File: src/rtl/sdl_pkg.sv
/*
  Constants and types shared by both ends of the six-bit converter serial loader.
  Assumes a single 100 MHz system clock at each end and a 3-wire write-only link.
*/
// Function
// RULE1: select low, shift bit each clock rise
// RULE2: full frame copied to latch on select rise
// RULE3: master holds select low all 16 clocks
// RULE4: after corrupt frame, master resends full word; sdl_master has no resend, device clears err on next full frame
// RULE5: clock may idle high or low
// RULE6: master serial clock at most 10 MHz
// RULE7: bits 11..6 form six-bit unipolar code
// RULE8: output equals code times reference over 64
// RULE9: bits 13..12 select normal or shutdown resistance
// RULE10: shutdown forces output to zero volts
// RULE11: power-on reset clears latch to zero
// RULE12: only select, data, clock; no readback
// RULE13: frames sent most significant bit first
package sdl_pkg;
  localparam int          FRAME_BITS     = 16;
  localparam int          CODE_BITS      = 6;
  localparam int          CODE_LSB       = 6;
  localparam int          MODE_LSB       = 12;
  localparam int          MODE_BITS      = 2;
  // Pin positions inside the device's synchroniser vectors
  localparam int          PIN_COUNT      = 3;
  localparam int          PIN_SEL        = 2;
  localparam int          PIN_DAT        = 1;
  localparam int          PIN_CLK        = 0;
  // Pins as assumed at reset; all high so no false clock rise follows
  localparam logic [2:0]  PINS_IDLE      = 3'h7;
  localparam int          CNT_BITS       = 5;
  localparam logic [4:0]  CNT_FULL       = 5'h10;
  localparam logic [1:0]  MODE_NORMAL    = 2'h0;
  localparam logic [1:0]  MODE_SD_1K     = 2'h1;
  localparam logic [1:0]  MODE_SD_100K   = 2'h2;
  localparam logic [1:0]  MODE_SD_1M     = 2'h3;
  localparam logic [5:0]  CODE_RESET     = 6'h00;
  localparam int          CLK_MHZ        = 100;
  localparam int          SCLK_MAX_MHZ   = 10;
  // Half period of generated serial clock, rounded up so the rate stays at or below max
  localparam int          SCLK_HALF_CYC  = (CLK_MHZ + 2 * SCLK_MAX_MHZ - 1) / (2 * SCLK_MAX_MHZ);
  localparam int          HALF_BITS      = 4;
  localparam logic [3:0]  HALF_LAST      = 4'(SCLK_HALF_CYC - 1);

  typedef enum logic [3:0] {
    M_IDLE  = 4'h1,
    M_SETUP = 4'h2,
    M_SHIFT = 4'h4,
    M_END   = 4'h8
  } sdl_mst_state_type;
endpackage : sdl_pkg

File: src/rtl/sdl_link_if.sv
/*
  Three-wire link between serial master and converter loader.
  Assumes both ends are instantiated by a surrounding bench.
*/
`timescale 1ns/1ps
interface sdl_link_if;
  logic sel_n;
  logic sdata;
  logic sclk;

  modport master (output sel_n, output sdata, output sclk);
  modport device (input sel_n, input sdata, input sclk);
endinterface : sdl_link_if

File: src/rtl/sdl_device.sv
/*
  Converter end: samples the three link pins, shifts frames, loads the latch.
  Assumes link pins are asynchronous to clk_in; rst_n_in is the power-on reset.
*/
`timescale 1ns/1ps
module sdl_device
  import sdl_pkg::*;
(
  input  wire logic                  clk_in,
  input  wire logic                  rst_n_in,
  input  wire logic                  ce_in,
  sdl_link_if.device                 link,
  output logic [CODE_BITS-1:0]       dac_code_out,
  output logic [1:0]                 power_down_select_out,
  output logic                       shutdown_out,
  output logic                       load_pulse_out,
  output logic                       frame_error_out
);
  // Packed state: synchroniser, shift path and converter latch
  typedef struct packed {
    logic [PIN_COUNT-1:0]   s1;     // First stage, read by s2 only
    logic [PIN_COUNT-1:0]   s2;     // Second stage, safe to decode
    logic                   clk_d;  // Synchronised clock one cycle ago
    logic                   sel_d;  // Synchronised select one cycle ago
    logic [FRAME_BITS-1:0]  sh;     // Input shift register
    logic [CNT_BITS-1:0]    cnt;    // Rises seen in this frame, saturating
    logic [CODE_BITS-1:0]   code;   // Converter latch, code part
    logic [MODE_BITS-1:0]   mode;   // Converter latch, mode part
    logic                   load;   // Latch transfer strobe
    logic                   err;    // Last frame cut short
  } sdl_dev_type;

  sdl_dev_type                 s_reg;
  sdl_dev_type                 s_next;
  logic                        sel_sync;
  logic                        data_sync;
  logic                        clk_sync;
  logic                        sel_low;
  logic                        clk_rise;
  logic                        sel_rise;
  logic                        shift_en;
  logic                        cnt_full;
  logic [CNT_BITS-1:0]         cnt_inc;
  logic [FRAME_BITS-1:0]       sh_shifted;
  logic                        good_load;
  logic                        bad_load;
  logic [MODE_BITS-1:0]        word_mode;
  logic [CODE_BITS-1:0]        word_code;
  logic                        shutdown;

  // Synchronised pin levels, named by function
  assign sel_sync  = s_reg.s2[PIN_SEL];
  assign data_sync = s_reg.s2[PIN_DAT];
  assign clk_sync  = s_reg.s2[PIN_CLK];

  // Edge finding; reset values match idle pins so no false rise follows
  assign sel_low  = ~sel_sync;
  assign clk_rise = clk_sync & ~s_reg.clk_d;                          // see RULE5
  assign sel_rise = sel_sync & ~s_reg.sel_d;

  // Shift path: one bit per clock rise while selected, first bit ends on top
  assign shift_en   = sel_low & clk_rise;                             // see RULE1
  assign sh_shifted = {s_reg.sh[FRAME_BITS-2:0], data_sync};          // see RULE13
  assign cnt_full   = (s_reg.cnt == CNT_FULL);
  assign cnt_inc    = cnt_full ? s_reg.cnt : s_reg.cnt + 5'h1;

  // Frame end: a full frame loads, anything shorter is corrupt
  assign good_load = sel_rise & cnt_full;                             // see RULE2
  assign bad_load  = sel_rise & ~cnt_full;                            // see RULE3

  // Fields of the finished word
  assign word_mode = s_reg.sh[MODE_LSB+MODE_BITS-1:MODE_LSB];         // see RULE9
  assign word_code = s_reg.sh[CODE_LSB+CODE_BITS-1:CODE_LSB];         // see RULE7

  // Next state: sample pins, shift, count and transfer to the latch
  always_comb
  begin
    s_next              = s_reg;
    s_next.s1[PIN_SEL]  = link.sel_n;
    s_next.s1[PIN_DAT]  = link.sdata;
    s_next.s1[PIN_CLK]  = link.sclk;
    s_next.s2           = s_reg.s1;
    s_next.clk_d        = clk_sync;
    s_next.sel_d        = sel_sync;
    s_next.load         = 1'b0;
    if (shift_en)
    begin
      s_next.sh  = sh_shifted;
      s_next.cnt = cnt_inc;
    end
    if (sel_rise)
    begin
      s_next.cnt = '0;
    end
    if (good_load)
    begin
      s_next.mode = word_mode;
      s_next.code = word_code;
      s_next.load = 1'b1;
      s_next.err  = 1'b0;                                             // see RULE4
    end
    if (bad_load)
    begin
      s_next.err = 1'b1;                                              // see RULE3
    end
  end

  // State register; reset clears latch to zero code, normal mode
  always_ff @(posedge clk_in or negedge rst_n_in)
  begin
    if (!rst_n_in)
    begin
      s_reg       <= '0;                                              // see RULE11
      s_reg.s1    <= PINS_IDLE;
      s_reg.s2    <= PINS_IDLE;
      s_reg.clk_d <= PINS_IDLE[PIN_CLK];
      s_reg.sel_d <= PINS_IDLE[PIN_SEL];
    end
    else if (ce_in)
    begin
      s_reg <= s_next;
    end
  end

  // Any shutdown mode parks the converter at zero
  assign shutdown = (s_reg.mode != MODE_NORMAL);                      // see RULE10

  // Per-bit code gating; output is code times reference over 64
  for (genvar b = 0; b < CODE_BITS; b++)
  begin : g_code
    assign dac_code_out[b] = shutdown ? CODE_RESET[b] : s_reg.code[b]; // see RULE8
  end

  // Latch and status outputs, all from registers
  assign shutdown_out          = shutdown;
  assign power_down_select_out = s_reg.mode;
  assign load_pulse_out        = s_reg.load;
  assign frame_error_out       = s_reg.err;
endmodule : sdl_device

File: src/flat_wrapper.sv
// flat-port wrapper written by rule: the top's interface ports become plain ports
module sdl_device_flat import sdl_pkg::*;
  (clk_in, rst_n_in, ce_in, dac_code_out, power_down_select_out, shutdown_out, load_pulse_out, frame_error_out, link_sel_n, link_sdata, link_sclk);
  sdl_link_if link_i ();
  input  wire logic clk_in;
  input  wire logic rst_n_in;
  input  wire logic ce_in;
  output logic [CODE_BITS-1:0] dac_code_out;
  output logic [1:0] power_down_select_out;
  output logic shutdown_out;
  output logic load_pulse_out;
  output logic frame_error_out;
  input wire logic [$bits(link_i.sel_n)-1:0] link_sel_n;
  input wire logic [$bits(link_i.sdata)-1:0] link_sdata;
  input wire logic [$bits(link_i.sclk)-1:0] link_sclk;
  assign link_i.sel_n = link_sel_n;
  assign link_i.sdata = link_sdata;
  assign link_i.sclk = link_sclk;
  sdl_device u_core (.clk_in(clk_in), .rst_n_in(rst_n_in), .ce_in(ce_in), .link(link_i), .dac_code_out(dac_code_out), .power_down_select_out(power_down_select_out), .shutdown_out(shutdown_out), .load_pulse_out(load_pulse_out), .frame_error_out(frame_error_out));
endmodule
File: config.mk
export PLATFORM = sky130hd
export DESIGN_NAME = sdl_device_flat
export DESIGN_NICKNAME = d
export VERILOG_FILES = /design/src/rtl/sdl_pkg.sv /design/src/rtl/sdl_link_if.sv /design/src/rtl/sdl_device.sv /design/src/flat_wrapper.sv
export SDC_FILE = /design/constraint.sdc
export NUM_CORES = 1
export LEC_CHECK = 0
export BUFFER_PORTS_ARGS = -buffer_cell sky130_fd_sc_hd__buf_2
export CAP_MARGIN = 10
export CORE_MARGIN = 1
export CORE_UTILIZATION = 60
export DETAILED_ROUTE_END_ITERATION = 12
export PLACE_DENSITY = 0.88
export SYNTH_ARGS = -nofsm -noshare
export SYNTH_HDL_FRONTEND = slang
export SYNTH_SLANG_ARGS = --single-unit
export TNS_END_PERCENT = 50
File: constraint.sdc
create_clock -name clk_in -period 4.2 [get_ports clk_in]
set_input_delay 0 -clock clk_in [delete_from_list [all_inputs] [get_ports clk_in]]
set_output_delay 0 -clock clk_in [all_outputs]
set_load 0.03 [all_outputs]
==> summary.md, run 1 <==
| Metric | Value |
|---|---|
| Layout area overhead | 8.63% |
| First-pass GRT wire length | ~4500 µm |
| Die X-Extent | around 55 µm |
| Placer congestion estimate | approximately 0.77 |
| CTS tree | built |
| HP Class | in2reg |
| Clk pwr share | 23.6% |
| GRT overflow | 0 |
| Root Driver | clkbuf_4 |
| VDD IR max | ~0.00031 V |
| Ratio of cells with drive above 1 in the final layout | 52.6% |
| Total of max-cap violations | 0 |
| Synth unique cells | 29 |
| Part of the cycle the worst path needs | 38.8% |
| Synth Warn # | 0 |
| Met3 Use GR | between 4 and 5% |
| Critical Path End Type | flip-flop |
| Worst Setup Path Type | reg2reg |
| Clk pin slew, worst setup/hold paths | roughly 110 ps |
| DRC viols | 0 |
| Routing usage on met1 | 24.4% |
| Critical Path Fanout Max | 19 |
| Initial antenna violation count | 0 |
| Starting Density | 66.0% |
| Internal power | around 0.00055 W |
| Vias/cell | approximately 5.5 |
| Grt met2 use | between 30% and 40% |
| Initial drt markers | 15 |
| Total GRT Usage | about a fifth |
| Total Wirelength | 2650 µm |
| Post-CTS sizing | 0 |
| Comb pwr share | approximately 16% |
| Clock Latency Late Sink | approximately 340 ps |
| Syn Area/Cell | about 16 µm² |
| Die H | about 55 µm |
| Sw Share | 26.5% |
| Slew Limit Fails | 0 |
| Startpoint types | flip-flop |
| Final Skew | 8.64 ps |
| WL/cell | between 15 and 20 µm |
| #FFs+latches synth | 37 |
| Fmax | around 600 MHz |
| Busiest layer in global routing | met2 |
| Layout fillers | between 150 and 200 |
| Die area | roughly 3100 µm² |
| RSZ-0062 raised after global routing | false |
| Leak | around 0.92 nW |
| Number of diodes | 0 |
| Final critical-path required period | about 1600 ps |
| Final #Nets | 140 |
| Setup tns final | 0 ps |
| Via count | approximately 900 |
| Post-CTS Setup Bufs | 0 |
| Slowest-stage cell, CP | dfstp_2 |
| Status | complete, no violations |
| # port buffers | 16 |
| Least-Margin Pin Slew | between 700 and 800 ps |
| Overall power | 0.000748 W |
| DR pass1 iterations | 4 |
| Antenna Nets Post-Route | 0 |
| WP data arrival | approximately 1900 ps |
| HPWL Detailed | between 1500 and 2000 µm |
| CP cell instances | nor4bb_4, buf_4, nand2_2, mux2_4 |
| Sequential fraction of the synthesis area | 54.7% |
| Vias in the first global route | between 900 and 1,000 |
| CTS sink cnt | 37 |
| Syn nets | between 100 and 150 |
| Synthesized area | 1710 µm² |
| Core ar. | about 2600 µm² |
| Max-Slew Margin vs Limit | 46.7% |
| Final hold violation count | 0 |
| CP peak stage delay | approximately 550 ps |
| IO Count | 17 |
| Max reg flops | 27 |
| CTS buffer count | 5 |
| CTS Buffer Depth | 2 |
| Final setup fails | 0 |
| Std-Cell Rows | 18 |
| Seq pwr share | about three fifths |
| Syn Inst Count | between 100 and 150 |
| Req. time, crit path | between 4000 and 5000 ps |
| Largest net degree at the start of global routing | 38 |
| Pwr dens | around 400 nW/µm² |
| Htree depth | 2 |
| Switching power total | 0.000198 W |
## routing by layer
metal / vias up / wire length [µm]
li1: 422 / -
met1: 449 / 1170
met2: 23 / 1340
met3: 5 / 93
met4: 0 / 44
met5: - / 0
## cell type report
class / instances / area [µm²] / share of cell area (%)
Sequential cell: 37 / 936 / 50.4
Multi-Input combinational cell: 63 / 691 / 37.2
Timing Repair Buffer: 21 / 128 / 6.87
Clock buffer: 6 / 41.3 / 2.22
Tap cell: 30 / 37.5 / 2.02
Inverter: 4 / 15.0 / 0.808
Clock inverter: 2 / 10.0 / 0.539
## logic make-up after synthesis
group,count (synthesis),share of synthesized area [%]
AOI/OAI and AO/OA,5,2.27
xor gates and xnor gates,2,1.02
and+or+nand+nor,22,10.8
muxes,32,24.8
DFF,37,54.7
adders and majority gates,2,1.46
buffers and inverters,10,4.90
## stage by stage
step / utilization (%) / hold WS [ps] / area [µm²] / instances / worst slack, ps
after floorplan: - / -296 / 1710 / 110 / 2690
after global placement: 68.2 / 110 / 1770 / 151 / 2610
after detailed placement: 68.2 / 132 / 1770 / 151 / 2570
after CTS: 71.7 / 28.4 / 1860 / 163 / 2560
after global routing: 71.7 / 35.8 / 1860 / 163 / 2510
final: 71.7 / 31.0 / 1860 / 163 / 2570
## timing repair
item                                   in CTS  in global routing
endpoints found under the hold margin      32                  0
setup endpoints to repair                   0                  0
hold buffers                                4                  0
## cells in the mapped netlist (all sizes together)
library cell | count | share of area [%]
nand2 | 1 | 0.37
ha | 2 | 1.5
xor2 | 1 | 0.51
nor2 | 2 | 0.44
nand4 | 1 | 0.37
xnor2 | 1 | 0.51
nand2b | 2 | 1.2
o21a | 1 | 0.44
and2 | 7 | 2.6
inv | 4 | 0.88
o21ai | 1 | 0.29
a22o | 1 | 0.51
and3b | 1 | 0.59
a21oi | 1 | 0.51
buf | 6 | 4.0
nand3b | 2 | 0.88
nor4bb | 1 | 1.5
o2bb2ai | 1 | 0.51
nor3b | 1 | 0.44
nand3 | 2 | 0.59
dfstp | 8 | 12
nor2b | 1 | 0.37
mux2 | 32 | 25
dfrtp | 29 | 42
nand4bb | 1 | 1.6
## power by group through the flow
stage	Combinational, W	Clock, W	Sequential (W)
2_1_floorplan	0.000101	0	0.000444
3_3_place_gp	0.000112	0	0.000450
3_5_place_dp	0.000120	0	0.000457
4_1_cts	0.000123	0.000181	0.000450
5_1_grt	0.000133	0.000194	0.000458
6_report	0.000121	0.000176	0.000450
## worst max-delay path, delay by kind of cell, from the launching register on
family,cells,cell delay (ps)
flip-flops,1,550
AND/OR/NAND/NOR,2,360
buffers and inverters,1,320
multiplexers,1,300
## layout by cell type, fill, tap and decap left out, types with 2 or more instances in the layout
master and instances:
dfrtp_1 29, mux2_4 17, buf_2 16, mux2_2 15, dfstp_2 8, and2_1 7, clkbuf_4 5, inv_1 4
dlygate4sd3_1 4, nor2_1 2, nand3_1 2, nand3b_1 2, ha_1 2, clkinv_2 2
## final timing paths
kind,from,endpoint,slack (ps),depth (start not counted)
max in group asynchronous,rst_n_in,u_core.load_pulse_out,3420,2
worst max-delay path,u_core.clk_sync,u_core.s_reg[11],2570,4
worst min register to register,u_core.s_reg[9],u_core.s_reg[9],510,1
min in group asynchronous,rst_n_in,u_core.frame_error_out,270,2
worst max register to register,u_core.clk_sync,u_core.s_reg[11],2570,4
worst min-delay path,ce_in,u_core.load_pulse_out,30,2
Power figures use the tool's default switching activity.
==> run 2, diff against run 1 <==
--- a/config.mk
+++ b/config.mk
@@ -8,9 +8,9 @@
 export BUFFER_PORTS_ARGS = -buffer_cell sky130_fd_sc_hd__buf_2
 export CAP_MARGIN = 10
 export CORE_MARGIN = 1
-export CORE_UTILIZATION = 60
+export CORE_UTILIZATION = 52
 export DETAILED_ROUTE_END_ITERATION = 12
-export PLACE_DENSITY = 0.88
+export PLACE_DENSITY = 0.81
 export SYNTH_ARGS = -nofsm -noshare
 export SYNTH_HDL_FRONTEND = slang
 export SYNTH_SLANG_ARGS = --single-unit
==> constraint.sdc (replaced) <==
create_clock -name clk_in -period 1.4 [get_ports clk_in]
set_input_delay 0 -clock clk_in [delete_from_list [all_inputs] [get_ports clk_in]]
set_output_delay 0 -clock clk_in [all_outputs]
set_load 0.03 [all_outputs]
==> run 2 against run 1 <==
Effect of this change: the run now ends with negative setup slack left; first-iteration DRC count down 13%; cell area up 11%; clock power grew to 4.2 times the previous value; critical endpoint is now u_core.power_down_select_out[1]; largest cell class unchanged; highest routed layer unchanged.
==> summary.md, run 2 (synthesized netlist as in run 1, its figures left out) <==
| Metric | Value |
|---|---|
| Status | finished, violations left |
| Failing checks | negative setup slack |
| Uppermost routed layer | met4 |
| HP Class | in2async |
| RSZ-0062 raised after global routing | true |
| Met3 WL | 111 µm (+19%) |
| Pwr dens | 1250 nW/µm² (+210%) |
| WP data arrival | 1710 ps (-160 ps) |
| CTS Buffer Depth | 2 (unchanged) |
| Total GRT Usage | 18.3% (-0.91 points) |
| WL/cell | 13.9 µm (-14%) |
| Slowest-stage cell, CP | dfstp_2 |
| Final #Nets | 155 (+11%) |
| PnR worst setup slack | -74.3 ps (-2650 ps) |
| Largest net degree at the start of global routing | 38 (unchanged) |
| R2r endpoint | u_core.power_down_select_out[1] |
| Req. time, crit path | 1630 ps (-2810 ps) |
| Reg2Reg Depth | 3 (-1) |
| DRC viols | 0 (unchanged) |
| Starting Density | 55.6% (-10 points) |
| Die area | 3520 µm² (+15%) |
| Wire length on met2 | 1370 µm (+2.8%) |
| CP peak stage delay | 600 ps (+50 ps) |
| Htree depth | 2 (unchanged) |
| Buf/Inv on CP | 0 (-1) |
| Slew Limit Fails | 0 (unchanged) |
| Final hold violation count | 0 (unchanged) |
| IO Count | 17 (unchanged) |
| Total of max-cap violations | 0 (unchanged) |
| Initial drt markers | 13 (-2) |
| Final Skew | 12.6 ps (+3.97 ps) |
| CP cell instances | and3b_2, nand2b_4, mux2_4 |
| Via count | 950 (+5.7%) |
| Reg-to-reg slack, setup | -70 ps (-2650 ps) |
| Vias in the first global route | 998 (+4.9%) |
| Clock Latency Late Sink | 350 ps (about the same) |
| Placer congestion estimate | 0.792 (+2.5%) |
| Max reg flops | 27 (unchanged) |
| Critical Path End Type | flip-flop |
| CTS buffer count | 5 (unchanged) |
| Startpoint types | flip-flop |
| Core ar. | 3080 µm² (+19%) |
| First-pass GRT wire length | 4580 µm (+2.8%) |
| Min Hold Slack | 201 ps (+170 ps) |
| Layout area overhead | 20.9% |
| Reg2Reg Launch Point | u_core.s_next[31] |
| Die X-Extent | 59.4 µm (+7.1%) |
| Vias/cell | 4.95 (-10%) |
| Worst Setup Path Type | reg2reg |
| # port buffers | 16 (unchanged) |
| Final setup fails | 21 (+21) |
| CTS sink cnt | 37 (unchanged) |
| Final Non-Filler Cells | 192 (+18%) |
| CTS tree | built |
| Clk pin slew, worst setup/hold paths | 120 ps (about the same) |
| GRT overflow | 0 (unchanged) |
| Met1 WL | 1160 µm (-1.2%) |
| Cell family with most CP delay | flip-flops |
| Least-Margin Pin Slew | 449 ps (-351 ps) |
| Std-Cell Rows | 20 (+2) |
| HPWL Detailed | 1830 µm (+0.36%) |
| Area of placed instances | 1880 µm² (+6.2%) |
| Die H | 59.4 µm (+7.1%) |
| DR pass1 iterations | 4 (unchanged) |
| Place WS | -64.9 ps (-2630 ps) |
| DP Cell Count | 177 (+17%) |
| Antenna Nets Post-Route | 0 (unchanged) |
| Post-layout util | 67.2% (-4.5 points) |
| Part of the cycle the worst path needs | 105% (+67 points) |
| Cell area after layout | 2070 µm² (+11%) |
| Most frequent cells in the layout | dfrtp_1 (29), mux2_4 (19), buf_2 (16), mux2_2 (13), buf_4 (11) |
| Number of diodes | 0 (unchanged) |
| Ratio of cells with drive above 1 in the final layout | 58.8% (+6.2 points) |
| Final critical-path required period | 1470 ps (-155 ps) |
| Initial antenna violation count | 0 (unchanged) |
| Most common cell after layout, fill and taps aside | dfrtp_1 |
| VDD IR max | 0.000899 V (+190%) |
| Fmax | 678 MHz (+11%) |
| Total Wirelength | 2670 µm (+0.72%) |
| Leak | 1.02 nW (+11%) |
| Root Driver | clkbuf_4 |
| Critical Path Fanout Max | 5 (-14) |
| Max-Slew Margin vs Limit | 70.1% (+23 points) |
## run 2: where the power goes
group | total, W | switching [W] | internal (W) | leakage (nW)
sequential | 0.00132 | 0.0000819 | 0.00124 | 0.471
clock | 0.000745 | 0.000366 | 0.000379 | 0.0456
combinational | 0.000519 | 0.000205 | 0.000313 | 0.506
total | 0.00258 | 0.000653 | 0.00193 | 1.02
## run 2: per-stage QoR
stage                     total power, W  setup TNS [ps]
after floorplan                  0.00164            -755
after global placement           0.00177            -198
after detailed placement         0.00182            -749
after CTS                        0.00259            -874
after global routing             0.00270           -2640
final                            0.00258            -881
## run 2: repair_timing
action,4_1_cts,5_1_grt
setup endpoints to repair,28,29
hold buffers,5,0
gates cloned,1,0
resized for setup,5,5
buffers inserted,1,0
pin swaps,2,0
hold endpoints to repair,33,0
## run 2: layer usage
layer	GRT usage, %	vias to the layer above
met4	8.16	0
met1	22.1	469
li1	-	456
met5	0	-
met2	29.2	21
met3	6.99	4
## run 2: cell type report
class / count / area, µm²
fill: 224 / 1010
sequential: 37 / 936
multi-input combinational: 64 / 734
timing repair buffer: 35 / 246
tap: 44 / 55.1
clock inverter: 3 / 43.8
clock buffer: 5 / 37.5
inverter: 4 / 15.0
## run 2: worst max-delay path by stage
stage,startpoint,endpoint,slack (ps),cells past startpoint
6_report,u_core.s_next[31],u_core.power_down_select_out[1],-70,3
5_1_grt,u_core.clk_sync,u_core.s_reg[11],-140,4
4_1_cts,u_core.clk_sync,u_core.s_reg[11],-70,4
3_5_place_dp,u_core.clk_sync,u_core.s_reg[11],-60,4
3_3_place_gp,u_core.clk_sync,u_core.s_reg[11],-20,4
2_1_floorplan,u_core.s_reg[11],u_core.power_down_select_out[0],-70,6
## run 2: tightest hold or removal path, stage by stage
cell	delay [ps]
dlygate4sd3_1	520
buf_2	90
buf_4	380
==> run 3, diff against run 2 <==
--- a/config.mk
+++ b/config.mk
@@ -5,12 +5,13 @@
 export SDC_FILE = /design/constraint.sdc
 export NUM_CORES = 1
 export LEC_CHECK = 0
+export ABC_AREA = 1
 export BUFFER_PORTS_ARGS = -buffer_cell sky130_fd_sc_hd__buf_2
 export CAP_MARGIN = 10
 export CORE_MARGIN = 1
-export CORE_UTILIZATION = 52
+export CORE_UTILIZATION = 51
 export DETAILED_ROUTE_END_ITERATION = 12
-export PLACE_DENSITY = 0.81
+export PLACE_DENSITY = 0.8
 export SYNTH_ARGS = -nofsm -noshare
 export SYNTH_HDL_FRONTEND = slang
 export SYNTH_SLANG_ARGS = --single-unit
==> run 3 against run 2 <==
Effect of this change: the flow now finishes without violations; sequential share of layout area is 3.0 points higher; total power is 3.4% lower; area after synthesis is 3.8% lower; combinational power is 24% lower; via count is 29% higher; sequential cell count stayed put; die area is 1.8% lower; critical path type unchanged.
==> summary.md, run 3 <==
| Metric | Value |
|---|---|
| Buf/Inv on CP | 2 (+2) |
| CP cell instances | inv_1, ha_1, nand2_1, inv_2, nand2_4, nor2_4, o21ai_1 |
| Layout area overhead | 17.9% |
| Root Driver | clkbuf_4 |
| CTS buffer count | 5 (unchanged) |
| Min Hold Slack | 229 ps (+28.2 ps) |
| Final Skew | 4.98 ps (-7.64 ps) |
| Max reg flops | 27 (unchanged) |
| Initial drt markers | 28 (+15) |
| WP data arrival | 1550 ps (-160 ps) |
| Total GRT Usage | 19.1% (+0.78 points) |
| Startpoint types | flip-flop |
| Placer congestion estimate | 0.809 (+2.1%) |
| Ratio of cells with drive above 1 in the final layout | 26.3% (-32 points) |
| Status | complete, no violations |
| Vias/cell | 4.75 (-4.0%) |
| Clock Latency Late Sink | 320 ps (-30 ps) |
| Least-Margin Pin Slew | 446 ps (-2.21 ps) |
| Synth Warn # | 0 (unchanged) |
| Vias in the first global route | 1,094 (+9.6%) |
| FFs w/ async S/R, synth | 100% (unchanged) |
| CTS sink cnt | 37 (unchanged) |
| First-pass GRT wire length | 4760 µm (+3.9%) |
| CTS Buffer Depth | 2 (unchanged) |
| Area of placed instances | 1750 µm² (-6.7%) |
| Antenna Nets Post-Route | 0 (unchanged) |
| Htree depth | 2 (unchanged) |
| HP Class | in2async |
| Cell family with most CP delay | flip-flops |
| GRT overflow | 0 (unchanged) |
| DR pass1 iterations | 4 (unchanged) |
| Slew Limit Fails | 0 (unchanged) |
| Die X-Extent | 58.8 µm (-0.93%) |
| # port buffers | 16 (unchanged) |
| Clk pin slew, worst setup/hold paths | 110 ps (about the same) |
| Post-synth top area cell | dfrtp_1 |
| #FFs+latches synth | 37 (unchanged) |
| Synth unique cells | 24 (-17%) |
| Fmax | 750 MHz (+11%) |
| Setup tns final | 0 ps (+881 ps) |
| Pwr dens | 1290 nW/µm² (+3.0%) |
| Overall power | 0.00250 W (-3.4%) |
| Critical Path End Type | flip-flop |
| Commonest register cell after synthesis | dfrtp_1 |
| Most frequent cells after synthesis | nand2_1 (68), dfrtp_1 (29), inv_1 (17), nor2_1 (11), dfstp_2 (8) |
| Synthesized area | 1650 µm² (-3.8%) |
| IO Count | 17 (unchanged) |
| Syn nets | 190 (+61%) |
| Syn Area/Cell | 9.04 µm² (-42%) |
| Core ar. | 3050 µm² (-0.81%) |
| Largest net degree at the start of global routing | 38 (unchanged) |
| Sequential fraction of the synthesis area | 56.9% (+2.2 points) |
| Number of diodes | 0 (unchanged) |
| Most common cell in the netlist | nand2_1 |
| Cell area after layout | 1940 µm² (-6.2%) |
| HPWL Detailed | 1820 µm (-0.55%) |
| Starting Density | 53.9% (-1.7 points) |
| Worst Setup Path Type | reg2reg |
| Max-Slew Margin vs Limit | 70.2% (+0.15 points) |
| Std-Cell Rows | 20 (unchanged) |
| Total Wirelength | 2850 µm (+6.8%) |
| Syn Inst Count | 182 (+65%) |
| Final critical-path required period | 1330 ps (-141 ps) |
| Die H | 58.8 µm (-0.93%) |
| Most common cell after layout, fill and taps aside | nand2_1 |
| WL/cell | 11.1 µm (-20%) |
| EDFF count, synth | 0 (unchanged) |
| Total of max-cap violations | 0 (unchanged) |
| Critical Path Fanout Max | 8 (+3) |
| Initial antenna violation count | 0 (unchanged) |
| DRC viols | 0 (unchanged) |
| Final setup fails | 0 (-100%) |
| Leak | 1.06 nW (+3.5%) |
| CP peak stage delay | 450 ps (-150 ps) |
| Synth top area cells | dfrtp_1 (44%), nand2_1 (16%), dfstp_2 (13%) |
| Via count | 1,221 (+29%) |
| Final hold violation count | 0 (unchanged) |
| CTS tree | built |
| Top cell type's share of synthesized area | 44.1% (+1.7 points) |
| VDD IR max | 0.000698 V (-22%) |
| Most frequent cells in the layout | nand2_1 (68), dfrtp_1 (29), buf_2 (16), inv_1 (15), nor2_1 (11) |
| Req. time, crit path | 1620 ps (about the same) |
| Slowest-stage cell, CP | dfrtp_1 |
| Part of the cycle the worst path needs | 95.2% (-10 points) |
| Die area | 3460 µm² (-1.8%) |
| Final #Nets | 220 (+42%) |
run 3: changes by cell type after synthesis, moves of 3 or more:
cell / before / now
nand2_2: 1 / 4
and2_1: 7 / 0
nor2_1: 2 / 11
nand2_1: 0 / 68
mux2_2: 15 / 3
mux2_4: 17 / 0
inv_1: 4 / 17
o21ai_1: 0 / 7
nand3_1: 2 / 7
o21ai_0: 1 / 6
run 3: worst register-to-register path: stages (launching register included):
cell	delay [ps]
dfrtp_1	450
inv_1	80
ha_1	140
nand2_1	60
inv_2	70
nand2_4	90
nor2_4	250
o21ai_1	90
run 3: cell type report:
class                   instances  area [µm²]
inverters                      19        71.3
fillers                       266        1110
repair buffers                 29         190
clock buffers                   6        41.3
well taps                      44        55.1
multi-input cells             120         608
clock inverters                 2        38.8
flip-flops and latches         37         936
run 3: through the flow:
step,util (%),setup WS [ps],instances
after floorplan,-,139,182
after global placement,57.4,47.2,238
after detailed placement,57.4,-9.09,238
after CTS,62.2,38.3,252
after global routing,63.6,-14.8,257
final,63.6,66.9,257
run 3: repair_timing:
action | 4_1_cts | 5_1_grt
pin swaps | 1 | 2
hold endpoints to repair | 33 | 0
hold buffers | 5 | 0
setup buffers | 0 | 5
setup endpoints to repair | 7 | 13
resized for setup | 1 | 3
cloned | 1 | 0
run 3: path summary, 6_finish.rpt:
check / start / slack, ps / to / depth (start not counted)
worst max register to register: u_core.s_reg[11] / 70 / u_core.s_reg[6] / 7
max in group asynchronous: rst_n_in / 820 / u_core.s_next[34] / 3
worst min-delay path: rst_n_in / 230 / u_core.s_reg[10] / 3
worst max-delay path: u_core.s_reg[11] / 70 / u_core.s_reg[6] / 7
min in group clk_in: link_sclk / 420 / u_core.s_next[33] / 4
worst min register to register: u_core.s_next[33] / 490 / u_core.clk_sync / 2
run 3: routing by layer:
layer  global-route usage [%]  vias up  wire length [µm]
met1                     23.5      576              1290
met2                     30.8       23              1450
met5                        0        -                 0
met4                     7.14        0                19
met3                     7.03        2                98
li1                         -      620                 -
run 3: kinds of logic after synthesis:
family | Yosys count | share of synthesized area [%]
and+or+nand+nor | 97 | 26.6
buffers and inverters | 26 | 7.45
DFF | 37 | 56.9
AOI/OAI and AO/OA | 17 | 5.48
adders and majority gates | 2 | 1.52
muxes | 3 | 2.05
run 3: report_power, final:
part	switching, W	internal, W	total [W]
Sequential	0.000131	0.00124	0.00138
Clock	0.000345	0.000380	0.000725
Combinational	0.000225	0.000171	0.000396
